==> config.mk <==
export PLATFORM = sky130hd
export DESIGN_NAME = acwin_regs
export DESIGN_NICKNAME = d
export VERILOG_FILES = /design/src/shared/acwin_pkg.sv /design/src/shared/acwin_edge_if.sv /design/src/acwin_edge.sv /design/src/acwin_regs.sv
export VERILOG_INCLUDE_DIRS = /design/src /design/src/shared
export SDC_FILE = /design/constraint.sdc
export NUM_CORES = 1
export LEC_CHECK = 0
export ABC_AREA = 0
export BUFFER_PORTS_ARGS = -buffer_cell sky130_fd_sc_hd__buf_4
export CAP_MARGIN = 20
export CORE_MARGIN = 2
export CORE_UTILIZATION = 35
export DETAILED_ROUTE_END_ITERATION = 16
export SLEW_MARGIN = 25
export SYNTH_ARGS = -nofsm -noshare
export SYNTH_HDL_FRONTEND = slang
export SYNTH_SLANG_ARGS = --single-unit
==> constraint.sdc <==
create_clock -name pclk -period 4.8 [get_ports pclk]
set_clock_uncertainty 0.1 [all_clocks]
set_input_delay 0.48 -clock pclk [delete_from_list [all_inputs] [get_ports pclk]]
set_output_delay 0.48 -clock pclk [all_outputs]
set_load 0.005 [all_outputs]
==> src/shared/acwin_params.svh <==
/*
 * Constants of the comparator window register bank: register indexes,
 * writable-bit masks, field positions, reset values and fixed figures.
 * Assumes inclusion by bare name from packages and modules.
 */
`ifndef ACWIN_PARAMS_SVH
`define ACWIN_PARAMS_SVH

////////////////////////////////////////////////////////////////////////////////
// Register indexes; byte address is four times the index
`define ACWIN_IDX_CMP0_CTRL    8'h00
`define ACWIN_IDX_CMP1_CTRL    8'h01
`define ACWIN_IDX_CMP0_INSEL   8'h02
`define ACWIN_IDX_CMP1_INSEL   8'h03
`define ACWIN_IDX_INVERT       8'h04
`define ACWIN_IDX_SCALER       8'h05
`define ACWIN_IDX_WINDOW       8'h06
`define ACWIN_IDX_STATUS       8'h07
`define ACWIN_IDX_CURR_CTRL    8'h08
`define ACWIN_IDX_CURR_TRIM    8'h09
`define ACWIN_IDX_IRQ_MASK     8'h0A
`define ACWIN_IDX_LAST         8'h0A

////////////////////////////////////////////////////////////////////////////////
// Writable bits per register; the rest read as zero
`define ACWIN_WMASK_CMP_CTRL   8'hF7
`define ACWIN_WMASK_INSEL      8'h3F
`define ACWIN_WMASK_INVERT     8'h0F
`define ACWIN_WMASK_SCALER     8'h3F
`define ACWIN_WMASK_WINDOW     8'h1F
`define ACWIN_WMASK_CURR_CTRL  8'hC3
`define ACWIN_WMASK_CURR_TRIM  8'h0F
`define ACWIN_WMASK_FLAGS      8'h07

////////////////////////////////////////////////////////////////////////////////
// Field positions
`define ACWIN_CTRL_ENABLE      0
`define ACWIN_CTRL_HYST_LO     1
`define ACWIN_CTRL_LVL_LO      4
`define ACWIN_CTRL_EDGE_LO     6
`define ACWIN_INSEL_NEG_LO     0
`define ACWIN_INSEL_POS_LO     3
`define ACWIN_INV_CMP0         2
`define ACWIN_INV_CMP1         3
`define ACWIN_INV_PIN0         0
`define ACWIN_INV_PIN1         1
`define ACWIN_WIN_LVL_LO       0
`define ACWIN_WIN_COND_LO      2
`define ACWIN_WIN_ENABLE       4
`define ACWIN_ST_FLAG_CMP0     0
`define ACWIN_ST_FLAG_CMP1     1
`define ACWIN_ST_FLAG_WIN      2
`define ACWIN_ST_LIVE0         4
`define ACWIN_ST_LIVE1         5
`define ACWIN_ST_POS_LO        6
`define ACWIN_CUR_OUT0         0
`define ACWIN_CUR_OUT1         1
`define ACWIN_CUR_DOUBLE       6
`define ACWIN_CUR_ENABLE       7

////////////////////////////////////////////////////////////////////////////////
// Reset values and fixed figures
`define ACWIN_RST_BYTE         8'h00
`define ACWIN_RST_WORD         32'h0000_0000
`define ACWIN_SCALE_DIVISOR    7'h40
`define ACWIN_LVL_OFF          2'h0

`endif

==> src/shared/acwin_pkg.sv <==
/*
 * Types of the comparator window register bank.
 * Assumes acwin_params.svh on the include path.
 */
`include "acwin_params.svh"

package acwin_pkg;

    typedef enum logic [1:0] {
        ACWIN_POS_ABOVE,
        ACWIN_POS_INSIDE,
        ACWIN_POS_BELOW,
        ACWIN_POS_OUTSIDE
    } acwin_pos_e;

    typedef enum logic [1:0] {
        ACWIN_EDGE_TOGGLE,
        ACWIN_EDGE_RESERVED,
        ACWIN_EDGE_FALLING,
        ACWIN_EDGE_RISING
    } acwin_edge_e;

    typedef struct packed {
        logic [2:0] sync;
        logic       filt;
    } acwin_edge_s;

    typedef struct packed {
        logic [7:0]  cmp_ctrl0;
        logic [7:0]  cmp_ctrl1;
        logic [7:0]  insel0;
        logic [7:0]  insel1;
        logic [7:0]  invert;
        logic [7:0]  scaler;
        logic [7:0]  window;
        logic [7:0]  flags;
        logic [7:0]  curr_ctrl;
        logic [7:0]  curr_trim;
        logic [7:0]  irq_mask;
        logic        win_match;
        logic [1:0]  wpos;
        logic [6:0]  scale_num;
        logic [2:0]  irq_req;
        logic        irq;
        logic        pready;
        logic        pslverr;
        logic [31:0] prdata;
    } acwin_regs_s;

endpackage : acwin_pkg

==> src/shared/acwin_edge_if.sv <==
/*
 * Carrier between the register bank and one comparator edge detector.
 * Assumes both ends on the same pclk.
 */
`timescale 1ns/1ps

interface acwin_edge_if;
    import acwin_pkg::*;
    logic        raw;
    logic        enable;
    logic        invert;
    acwin_edge_e mode;
    logic        level;
    logic        event_p;

    modport owner (output raw, output enable, output invert, output mode,
                   input level, input event_p);
    modport det   (input raw, input enable, input invert, input mode,
                   output level, output event_p);
endinterface : acwin_edge_if

==> src/acwin_edge.sv <==
/*
 * One comparator output: three-stage synchroniser, glitch filter, optional
 * inversion and edge-mode event.
 * Assumes the raw level is asynchronous to pclk.
 */
`timescale 1ns/1ps

module acwin_edge
    import acwin_pkg::*;
(
    // Clock and reset
    input  wire logic  pclk,
    input  wire logic  presetn,
    // Owner side
    acwin_edge_if.det  port
);

    acwin_edge_s r_r;
    acwin_edge_s r_nxt;
    logic        new_filt;
    logic        old_lvl;
    logic        new_lvl;

    always_comb begin
        r_nxt      = r_r;
        r_nxt.sync = {r_r.sync[1:0], port.raw};
        // Change only once the second and third stages agree
        new_filt   = (r_r.sync[1] == r_r.sync[2]) ? r_r.sync[2] : r_r.filt;
        r_nxt.filt = new_filt;
        // Same invert on both sides so flipping it alone makes no edge
        old_lvl    = r_r.filt ^ port.invert;
        new_lvl    = new_filt ^ port.invert;
        port.level = old_lvl;
        port.event_p = 1'b0;
        if (port.enable) begin
            unique case (port.mode)
                ACWIN_EDGE_TOGGLE:   port.event_p = old_lvl ^ new_lvl;
                ACWIN_EDGE_RESERVED: port.event_p = 1'b0;
                ACWIN_EDGE_FALLING:  port.event_p = old_lvl & ~new_lvl;
                ACWIN_EDGE_RISING:   port.event_p = ~old_lvl & new_lvl;
            endcase
        end
    end

    always_ff @(posedge pclk or negedge presetn) begin
        if (!presetn) begin
            r_r <= '0;
        end else begin
            r_r <= r_nxt;
        end
    end

endmodule : acwin_edge

==> src/acwin_regs.sv <==
/*
 * Register bank of a dual comparator with window mode, current source and
 * interrupt flags, reached over APB.
 * Assumes an analog front end that consumes the control outputs and drives
 * the two raw comparator levels, and an interrupt controller that pulses
 * the vector acknowledge inputs on pclk.
 */
// Design decision made here: the APB register port.
`timescale 1ns/1ps

module acwin_regs
    import acwin_pkg::*;
#(
    parameter int ADDR_W = 12
) (
    // Clock and reset
    input  wire logic              pclk,
    input  wire logic              presetn,
    // APB slave
    input  wire logic              psel,
    input  wire logic              penable,
    input  wire logic              pwrite,
    input  wire logic [ADDR_W-1:0] paddr,
    input  wire logic [31:0]       pwdata,
    input  wire logic [3:0]        pstrb,
    output logic [31:0]            prdata,
    output logic                   pready,
    output logic                   pslverr,
    // Comparator raw levels from the analog front end
    input  wire logic              cmp0_raw,
    input  wire logic              cmp1_raw,
    // Vector acknowledge pulses: bit 0 cmp0, bit 1 cmp1, bit 2 window
    input  wire logic [2:0]        vector_ack,
    // Comparator controls
    output logic [1:0]             cmp0_enable_hyst_unused_n,
    output logic                   cmp0_enable,
    output logic                   cmp1_enable,
    output logic [1:0]             cmp0_hysteresis,
    output logic [1:0]             cmp1_hysteresis,
    output logic [2:0]             cmp0_positive_input_select,
    output logic [2:0]             cmp1_positive_input_select,
    output logic [2:0]             cmp0_negative_input_select,
    output logic [2:0]             cmp1_negative_input_select,
    output logic                   cmp0_pin_out,
    output logic                   cmp1_pin_out,
    output logic                   window_enable,
    output logic [6:0]             scale_numerator,
    // Current source
    output logic                   current_enable,
    output logic                   current_double,
    output logic                   cmp0_source_out,
    output logic                   cmp1_source_out,
    output logic [3:0]             source_trim_value,
    // Interrupts
    output logic [2:0]             irq_request,
    output logic [1:0]             cmp0_irq_priority,
    output logic [1:0]             cmp1_irq_priority,
    output logic [1:0]             window_irq_priority,
    output logic                   irq
);

    ////////////////////////////////////////////////////////////////////////////
    // Parameter check

    if (ADDR_W < 6) begin : g_bad_addr_w
        $error("acwin_regs: ADDR_W too small for the register map");
    end

    ////////////////////////////////////////////////////////////////////////////
    // Helpers

    function automatic logic [7:0] keep_bits(input logic [7:0] data,
                                             input logic [7:0] mask);
        keep_bits = data & mask;
    endfunction : keep_bits

    function automatic logic idx_is(input logic [ADDR_W-3:0] idx,
                                    input logic [7:0]        want);
        idx_is = (idx == (ADDR_W-2)'(want));
    endfunction : idx_is

    function automatic logic win_hit(input acwin_pos_e pos,
                                     input logic [1:0] cond);
        unique case (cond)
            2'h0:    win_hit = (pos == ACWIN_POS_ABOVE);
            2'h1:    win_hit = (pos == ACWIN_POS_INSIDE);
            2'h2:    win_hit = (pos == ACWIN_POS_BELOW);
            default: win_hit = (pos != ACWIN_POS_INSIDE);
        endcase
    endfunction : win_hit

    ////////////////////////////////////////////////////////////////////////////
    // Comparator edge detectors

    acwin_edge_if cmp0_if ();
    acwin_edge_if cmp1_if ();

    acwin_edge u_edge0 (
        .pclk    (pclk),
        .presetn (presetn),
        .port    (cmp0_if.det)
    );

    acwin_edge u_edge1 (
        .pclk    (pclk),
        .presetn (presetn),
        .port    (cmp1_if.det)
    );

    acwin_regs_s r_r;
    acwin_regs_s r_nxt;

    assign cmp0_if.raw    = cmp0_raw;
    assign cmp1_if.raw    = cmp1_raw;
    assign cmp0_if.enable = r_r.cmp_ctrl0[`ACWIN_CTRL_ENABLE];
    assign cmp1_if.enable = r_r.cmp_ctrl1[`ACWIN_CTRL_ENABLE];
    assign cmp0_if.invert = r_r.invert[`ACWIN_INV_CMP0];
    assign cmp1_if.invert = r_r.invert[`ACWIN_INV_CMP1];
    assign cmp0_if.mode   = acwin_edge_e'(r_r.cmp_ctrl0[`ACWIN_CTRL_EDGE_LO +: 2]);
    assign cmp1_if.mode   = acwin_edge_e'(r_r.cmp_ctrl1[`ACWIN_CTRL_EDGE_LO +: 2]);

    ////////////////////////////////////////////////////////////////////////////
    // Next state

    logic [ADDR_W-3:0] idx;
    logic              mapped;
    logic              setup;
    logic              wr;
    logic [7:0]        wb;
    logic [7:0]        rd;
    acwin_pos_e        pos_now;
    logic              hit_now;
    logic [2:0]        set_ev;
    logic [2:0]        clr_ev;
    logic [2:0]        lvl_on;

    always_comb begin
        r_nxt   = r_r;
        idx     = paddr[ADDR_W-1:2];
        mapped  = (idx <= (ADDR_W-2)'(`ACWIN_IDX_LAST));
        setup   = psel & ~penable & ~r_r.pready;
        wr      = psel & penable & r_r.pready & pwrite & pstrb[0] & mapped;
        wb      = pwdata[7:0];

        // Cmp0 above upper bound, cmp1 above lower bound
        if (cmp0_if.level & cmp1_if.level) begin
            pos_now = ACWIN_POS_ABOVE;
        end else if (~cmp0_if.level & cmp1_if.level) begin
            pos_now = ACWIN_POS_INSIDE;
        end else if (~cmp0_if.level & ~cmp1_if.level) begin
            pos_now = ACWIN_POS_BELOW;
        end else begin
            pos_now = ACWIN_POS_OUTSIDE;
        end
        hit_now = r_r.window[`ACWIN_WIN_ENABLE]
                & win_hit(pos_now, r_r.window[`ACWIN_WIN_COND_LO +: 2]);
        r_nxt.win_match = hit_now;
        // Position shown only in window mode
        r_nxt.wpos = r_r.window[`ACWIN_WIN_ENABLE] ? pos_now : ACWIN_POS_ABOVE;

        // Flag events; set wins over a clear in the same cycle
        set_ev = {hit_now & ~r_r.win_match,
                  cmp1_if.event_p,
                  cmp0_if.event_p};
        clr_ev = vector_ack;
        if (wr && idx_is(idx, `ACWIN_IDX_STATUS)) begin
            clr_ev = clr_ev | wb[2:0];
        end
        r_nxt.flags[2:0] = (r_r.flags[2:0] & ~clr_ev) | set_ev;

        // Register writes; reserved bits dropped
        if (wr) begin
            if (idx_is(idx, `ACWIN_IDX_CMP0_CTRL)) begin
                r_nxt.cmp_ctrl0 = keep_bits(wb, `ACWIN_WMASK_CMP_CTRL);
            end
            if (idx_is(idx, `ACWIN_IDX_CMP1_CTRL)) begin
                r_nxt.cmp_ctrl1 = keep_bits(wb, `ACWIN_WMASK_CMP_CTRL);
            end
            if (idx_is(idx, `ACWIN_IDX_CMP0_INSEL)) begin
                r_nxt.insel0 = keep_bits(wb, `ACWIN_WMASK_INSEL);
            end
            if (idx_is(idx, `ACWIN_IDX_CMP1_INSEL)) begin
                r_nxt.insel1 = keep_bits(wb, `ACWIN_WMASK_INSEL);
            end
            if (idx_is(idx, `ACWIN_IDX_INVERT)) begin
                r_nxt.invert = keep_bits(wb, `ACWIN_WMASK_INVERT);
            end
            if (idx_is(idx, `ACWIN_IDX_SCALER)) begin
                r_nxt.scaler = keep_bits(wb, `ACWIN_WMASK_SCALER);
            end
            if (idx_is(idx, `ACWIN_IDX_WINDOW)) begin
                r_nxt.window = keep_bits(wb, `ACWIN_WMASK_WINDOW);
            end
            if (idx_is(idx, `ACWIN_IDX_CURR_CTRL)) begin
                r_nxt.curr_ctrl = keep_bits(wb, `ACWIN_WMASK_CURR_CTRL);
            end
            if (idx_is(idx, `ACWIN_IDX_CURR_TRIM)) begin
                r_nxt.curr_trim = keep_bits(wb, `ACWIN_WMASK_CURR_TRIM);
            end
            if (idx_is(idx, `ACWIN_IDX_IRQ_MASK)) begin
                r_nxt.irq_mask = keep_bits(wb, `ACWIN_WMASK_FLAGS);
            end
        end

        // Scaled reference numerator; denominator is fixed
        r_nxt.scale_num = {1'b0, r_nxt.scaler[5:0]} + 7'h01;

        // Requests from flag and nonzero level
        lvl_on = {r_nxt.window[`ACWIN_WIN_LVL_LO +: 2] != `ACWIN_LVL_OFF,
                  r_nxt.cmp_ctrl1[`ACWIN_CTRL_LVL_LO +: 2] != `ACWIN_LVL_OFF,
                  r_nxt.cmp_ctrl0[`ACWIN_CTRL_LVL_LO +: 2] != `ACWIN_LVL_OFF};
        r_nxt.irq_req = r_nxt.flags[2:0] & lvl_on;
        r_nxt.irq     = |(r_nxt.flags[2:0] & r_nxt.irq_mask[2:0]);

        // Read mux
        rd = `ACWIN_RST_BYTE;
        unique case (1'b1)
            idx_is(idx, `ACWIN_IDX_CMP0_CTRL):  rd = r_r.cmp_ctrl0;
            idx_is(idx, `ACWIN_IDX_CMP1_CTRL):  rd = r_r.cmp_ctrl1;
            idx_is(idx, `ACWIN_IDX_CMP0_INSEL): rd = r_r.insel0;
            idx_is(idx, `ACWIN_IDX_CMP1_INSEL): rd = r_r.insel1;
            idx_is(idx, `ACWIN_IDX_INVERT):     rd = r_r.invert;
            idx_is(idx, `ACWIN_IDX_SCALER):     rd = r_r.scaler;
            idx_is(idx, `ACWIN_IDX_WINDOW):     rd = r_r.window;
            idx_is(idx, `ACWIN_IDX_STATUS): begin
                rd = r_r.flags;
                rd[`ACWIN_ST_POS_LO +: 2] = r_r.wpos;
                rd[`ACWIN_ST_LIVE1]       = cmp1_if.level;
                rd[`ACWIN_ST_LIVE0]       = cmp0_if.level;
            end
            idx_is(idx, `ACWIN_IDX_CURR_CTRL):  rd = r_r.curr_ctrl;
            idx_is(idx, `ACWIN_IDX_CURR_TRIM):  rd = r_r.curr_trim;
            idx_is(idx, `ACWIN_IDX_IRQ_MASK):   rd = r_r.irq_mask;
            default:                            rd = `ACWIN_RST_BYTE;
        endcase

        // No wait state: answer prepared in setup, shown in the first access cycle
        if (setup) begin
            r_nxt.pready  = 1'b1;
            r_nxt.pslverr = ~mapped;
            r_nxt.prdata  = (mapped & ~pwrite) ? {24'h00_0000, rd} : `ACWIN_RST_WORD;
        end else if (r_r.pready) begin
            r_nxt.pready  = 1'b0;
            r_nxt.pslverr = 1'b0;
        end
    end

    ////////////////////////////////////////////////////////////////////////////
    // State register

    always_ff @(posedge pclk or negedge presetn) begin
        if (!presetn) begin
            r_r <= '0;
        end else begin
            r_r <= r_nxt;
        end
    end

    ////////////////////////////////////////////////////////////////////////////
    // Outputs, all straight from flip-flops except cmp0_enable_hyst_unused_n, tied to zero

    assign prdata                     = r_r.prdata;
    assign pready                     = r_r.pready;
    assign pslverr                    = r_r.pslverr;
    assign cmp0_enable_hyst_unused_n  = 2'h0;
    assign cmp0_enable                = r_r.cmp_ctrl0[`ACWIN_CTRL_ENABLE];
    assign cmp1_enable                = r_r.cmp_ctrl1[`ACWIN_CTRL_ENABLE];
    assign cmp0_hysteresis            = r_r.cmp_ctrl0[`ACWIN_CTRL_HYST_LO +: 2];
    assign cmp1_hysteresis            = r_r.cmp_ctrl1[`ACWIN_CTRL_HYST_LO +: 2];
    assign cmp0_positive_input_select = r_r.insel0[`ACWIN_INSEL_POS_LO +: 3];
    assign cmp1_positive_input_select = r_r.insel1[`ACWIN_INSEL_POS_LO +: 3];
    assign cmp0_negative_input_select = r_r.insel0[`ACWIN_INSEL_NEG_LO +: 3];
    assign cmp1_negative_input_select = r_r.insel1[`ACWIN_INSEL_NEG_LO +: 3];
    assign cmp0_pin_out               = r_r.invert[`ACWIN_INV_PIN0];
    assign cmp1_pin_out               = r_r.invert[`ACWIN_INV_PIN1];
    assign window_enable              = r_r.window[`ACWIN_WIN_ENABLE];
    assign scale_numerator            = r_r.scale_num;
    assign current_enable             = r_r.curr_ctrl[`ACWIN_CUR_ENABLE];
    assign current_double             = r_r.curr_ctrl[`ACWIN_CUR_DOUBLE];
    assign cmp0_source_out            = r_r.curr_ctrl[`ACWIN_CUR_OUT0];
    assign cmp1_source_out            = r_r.curr_ctrl[`ACWIN_CUR_OUT1];
    assign source_trim_value          = r_r.curr_trim[3:0];
    assign irq_request                = r_r.irq_req;
    assign cmp0_irq_priority          = r_r.cmp_ctrl0[`ACWIN_CTRL_LVL_LO +: 2];
    assign cmp1_irq_priority          = r_r.cmp_ctrl1[`ACWIN_CTRL_LVL_LO +: 2];
    assign window_irq_priority        = r_r.window[`ACWIN_WIN_LVL_LO +: 2];
    assign irq                        = r_r.irq;

endmodule : acwin_regs

==> flow_summary.json <==
{
  "ant_nets": 0,
  "ctsResizeCount": 0,
  "layout-drive-gt1-share": 0.338,
  "status": "completed",
  "r2r_cells": 7,
  "grt.total_usage": 0.169,
  "ys_ff_latch": 87,
  "gp_congestion": 0.916,
  "async_flop_share": 1.00,
  "power_frac_seq": 0.502,
  "die_y_um": 123,
  "root_buffer": "clkbuf_16",
  "hold_buffers": 0,
  "rows": 43,
  "ys_seq_area_frac": 0.437,
  "crit_buf_inv": 1,
  "dr_total_vias": 3333,
  "cts_buffers": 9,
  "crit_start": "cmp1_if.invert",
  "syn_area_per_cell_um2": 11.3,
  "timing.setup.tns_ns": 0,
  "clkPwrFrac": 0.425,
  "yosysWarnings": 0,
  "cp.depth": 7,
  "arrival_ns": 3.07,
  "ys_types": 62,
  "worstSetupEndpoint": "irq",
  "worstSkewPairLatency_ns": 0.34,
  "die_w_um": 123,
  "yosys.area.top_type": "dfrtp_1",
  "rsz0062_at_grt": "false",
  "netlist_top_cells_area": "dfrtp_1, buf_4, mux2_2",
  "fin_nets": 538,
  "final_common_cell": "dfrtp_1",
  "path_delay_family": "compound AO/OA/AOI/OAI gates",
  "clkTransAtPathRegs_ns": 0.06,
  "slowest_stage": "xnor2_1",
  "cap_violations": 0,
  "setup_viol": 0,
  "timing.slew.headroom": 0.366,
  "ff2ff_setup_slack_ns": 1.80,
  "ys.flop_type": "dfrtp_1",
  "r2r_end": "irq",
  "powerDensity_mw_per_mm2": 267,
  "drt_wl_total_um": 12200,
  "crit_chain": "xnor2_1 > inv_1 > ha_1 > and4b_1 > o311ai_0 > a2bb2oi_1 > o21ai_0",
  "dr.first_iter.drc_count": 246,
  "p_sw_uw": 343,
  "cp_slowest_stage_delay_ns": 0.51,
  "die-area_mm2": 0.0152,
  "hold_violations": 0,
  "reg2reg_from": "cmp1_if.invert",
  "min_path_type": "in2async",
  "slew_viol_final": 0,
  "post_cts_buffers": 0,
  "initial_core_util": 0.359,
  "tritoncts": "built",
  "synthCells": 441,
  "grt_pass1_vias": 3412,
  "pin_count": 140,
  "routedWlPerCell_um": 18.6,
  "utilization": 0.400,
  "drtPass1Iterations": 4,
  "gr-total-overflow": 0,
  "min_period_ns": 3.00,
  "internal-power_mw": 1.14,
  "dpl.hpwl_um": 9040,
  "synth_edf_count": 0,
  "p_leak_nw": 2.78,
  "tightest_slew_ns": 0.938,
  "vias_per_cell": 5.10,
  "cp-end-kind": "flop",
  "grt_pass1_wl_um": 19100,
  "swShare": 0.231,
  "pwr-share-comb": 0.073,
  "syn2layout_area_growth_pct": 11.4,
  "antenna_found_initial": 0,
  "critPathMaxFanout": 6,
  "critPathRequiredTime_ns": 4.88,
  "coreArea_mm2": 0.0139,
  "htreeDepth": 3,
  "clock_sink_count": 87,
  "port_buffers": 84,
  "final_cell_mix": "dfrtp_1, buf_4, mux2_2",
  "synth_top_area_frac": 0.437,
  "vdd_drop_max_mv": 0.127,
  "netlist_area_mm2": 0.00499,
  "fmax_ghz": 0.334,
  "diodes": 0,
  "period_share": 0.624,
  "crit_path_start_kind": "flop",
  "fillers": 1364,
  "drc": 0,
  "critical_path_class": "reg2reg",
  "grt_max_degree": 52,
  "cts_max_path_buffers": 2
}
[power by group through the flow]
stage | Sequential (mW) | Clock, mW | Combinational (mW)
3_3_place_gp | 0.757 | 0 | 0.107
2_1_floorplan | 0.756 | 0 | 0.0691
5_1_grt | 0.743 | 0.681 | 0.123
4_1_cts | 0.743 | 0.648 | 0.109
3_5_place_dp | 0.757 | 0 | 0.109
6_report | 0.743 | 0.630 | 0.108
[state kept, by name, summed over array words and instances, names as in the netlist, 2 cells and up]
name and count:
r_r 17, prdata 8, scale_numerator 7, source_trim_value 4, cmp0_negative_input_select 3, cmp0_positive_input_select 3
cmp1_negative_input_select 3, cmp1_positive_input_select 3, irq_request 3, cmp0_hysteresis 2, cmp0_if.mode 2, cmp0_irq_priority 2
cmp1_hysteresis 2, cmp1_if.mode 2, cmp1_irq_priority 2, u_edge0.r_nxt 2, u_edge0.r_r 2, u_edge1.r_nxt 2
u_edge1.r_r 2, window_irq_priority 2
[worst min path at each step]
| stage | startpoint | endpoint | cells past startpoint |
|---|---|---|---|
| after floorplan | presetn | cmp0_enable | 0 |
| after global placement | u_edge1.r_nxt[2] | u_edge1.r_nxt[3] | 0 |
| after detailed placement | u_edge1.r_nxt[2] | u_edge1.r_nxt[3] | 0 |
| after CTS | presetn | cmp1_hysteresis[1] | 1 |
| after global routing | presetn | cmp1_hysteresis[1] | 1 |
| final | presetn | cmp1_hysteresis[1] | 1 |
[synth_stat cells (all sizes together) (2+ instances only)]
cell type,instances
a211oi,4
nand2,14
buf,79
and3,4
o21ai,6
nor4,2
nor2b,8
nor3b,4
o311a,3
a41oi,2
o41ai,2
a21oi,8
inv,13
xor2,6
a2bb2oi,2
o32ai,2
and2,4
nor2,13
and4b,2
nor3,15
dfrtp,87
nand3,14
mux2,50
a221oi,2
or3,6
nand2b,5
mux2i,16
nand4,9
ha,10
xnor2,5
a21o,2
a22oi,2
maj3,2
clkbuf,13
nand4b,2
mux4,4
[kinds of logic after synthesis]
family / count (synthesis) / synth area share
mux: 70 / 0.178
xor+xnor: 11 / 0.0193
buf+inv: 106 / 0.141
simple gates: 109 / 0.128
compound gates: 45 / 0.0670
fa+ha+maj: 12 / 0.0291
other cells: 1 / 0.000752
flops: 87 / 0.437
[routing by layer]
metal / vias up / share of wire / global-route usage
met2: 139 / 0.46 / 0.267
met1: 1650 / 0.45 / 0.232
met5: - / 0 / 0
met4: 0 / 0.014 / 0.0632
li1: 1529 / - / -
met3: 15 / 0.076 / 0.0304
[final cells by class]
class                      count  area (um^2)  share of cell area
clock buffer                  14          254              0.0457
clock inverter                 1         5.00            0.000901
inverter                      13         48.8             0.00879
multi-input combinational    273         2200               0.396
sequential                    87         2180               0.392
tap                          180          225              0.0405
timing repair buffer          86          646               0.116
[stage by stage]
step	std cells	hold slack [ns]	setup slack [ns]	total power, mW	cell area (um^2)
after floorplan	466	0.0844	1.87	0.825	5080
after global placement	639	0.235	1.57	0.863	5300
after detailed placement	639	0.236	1.50	0.866	5300
after CTS	654	0.0180	1.81	1.50	5550
after global routing	654	0.0358	1.56	1.55	5550
final	654	0.00345	1.80	1.48	5550
(Power assumes the default switching activity.)
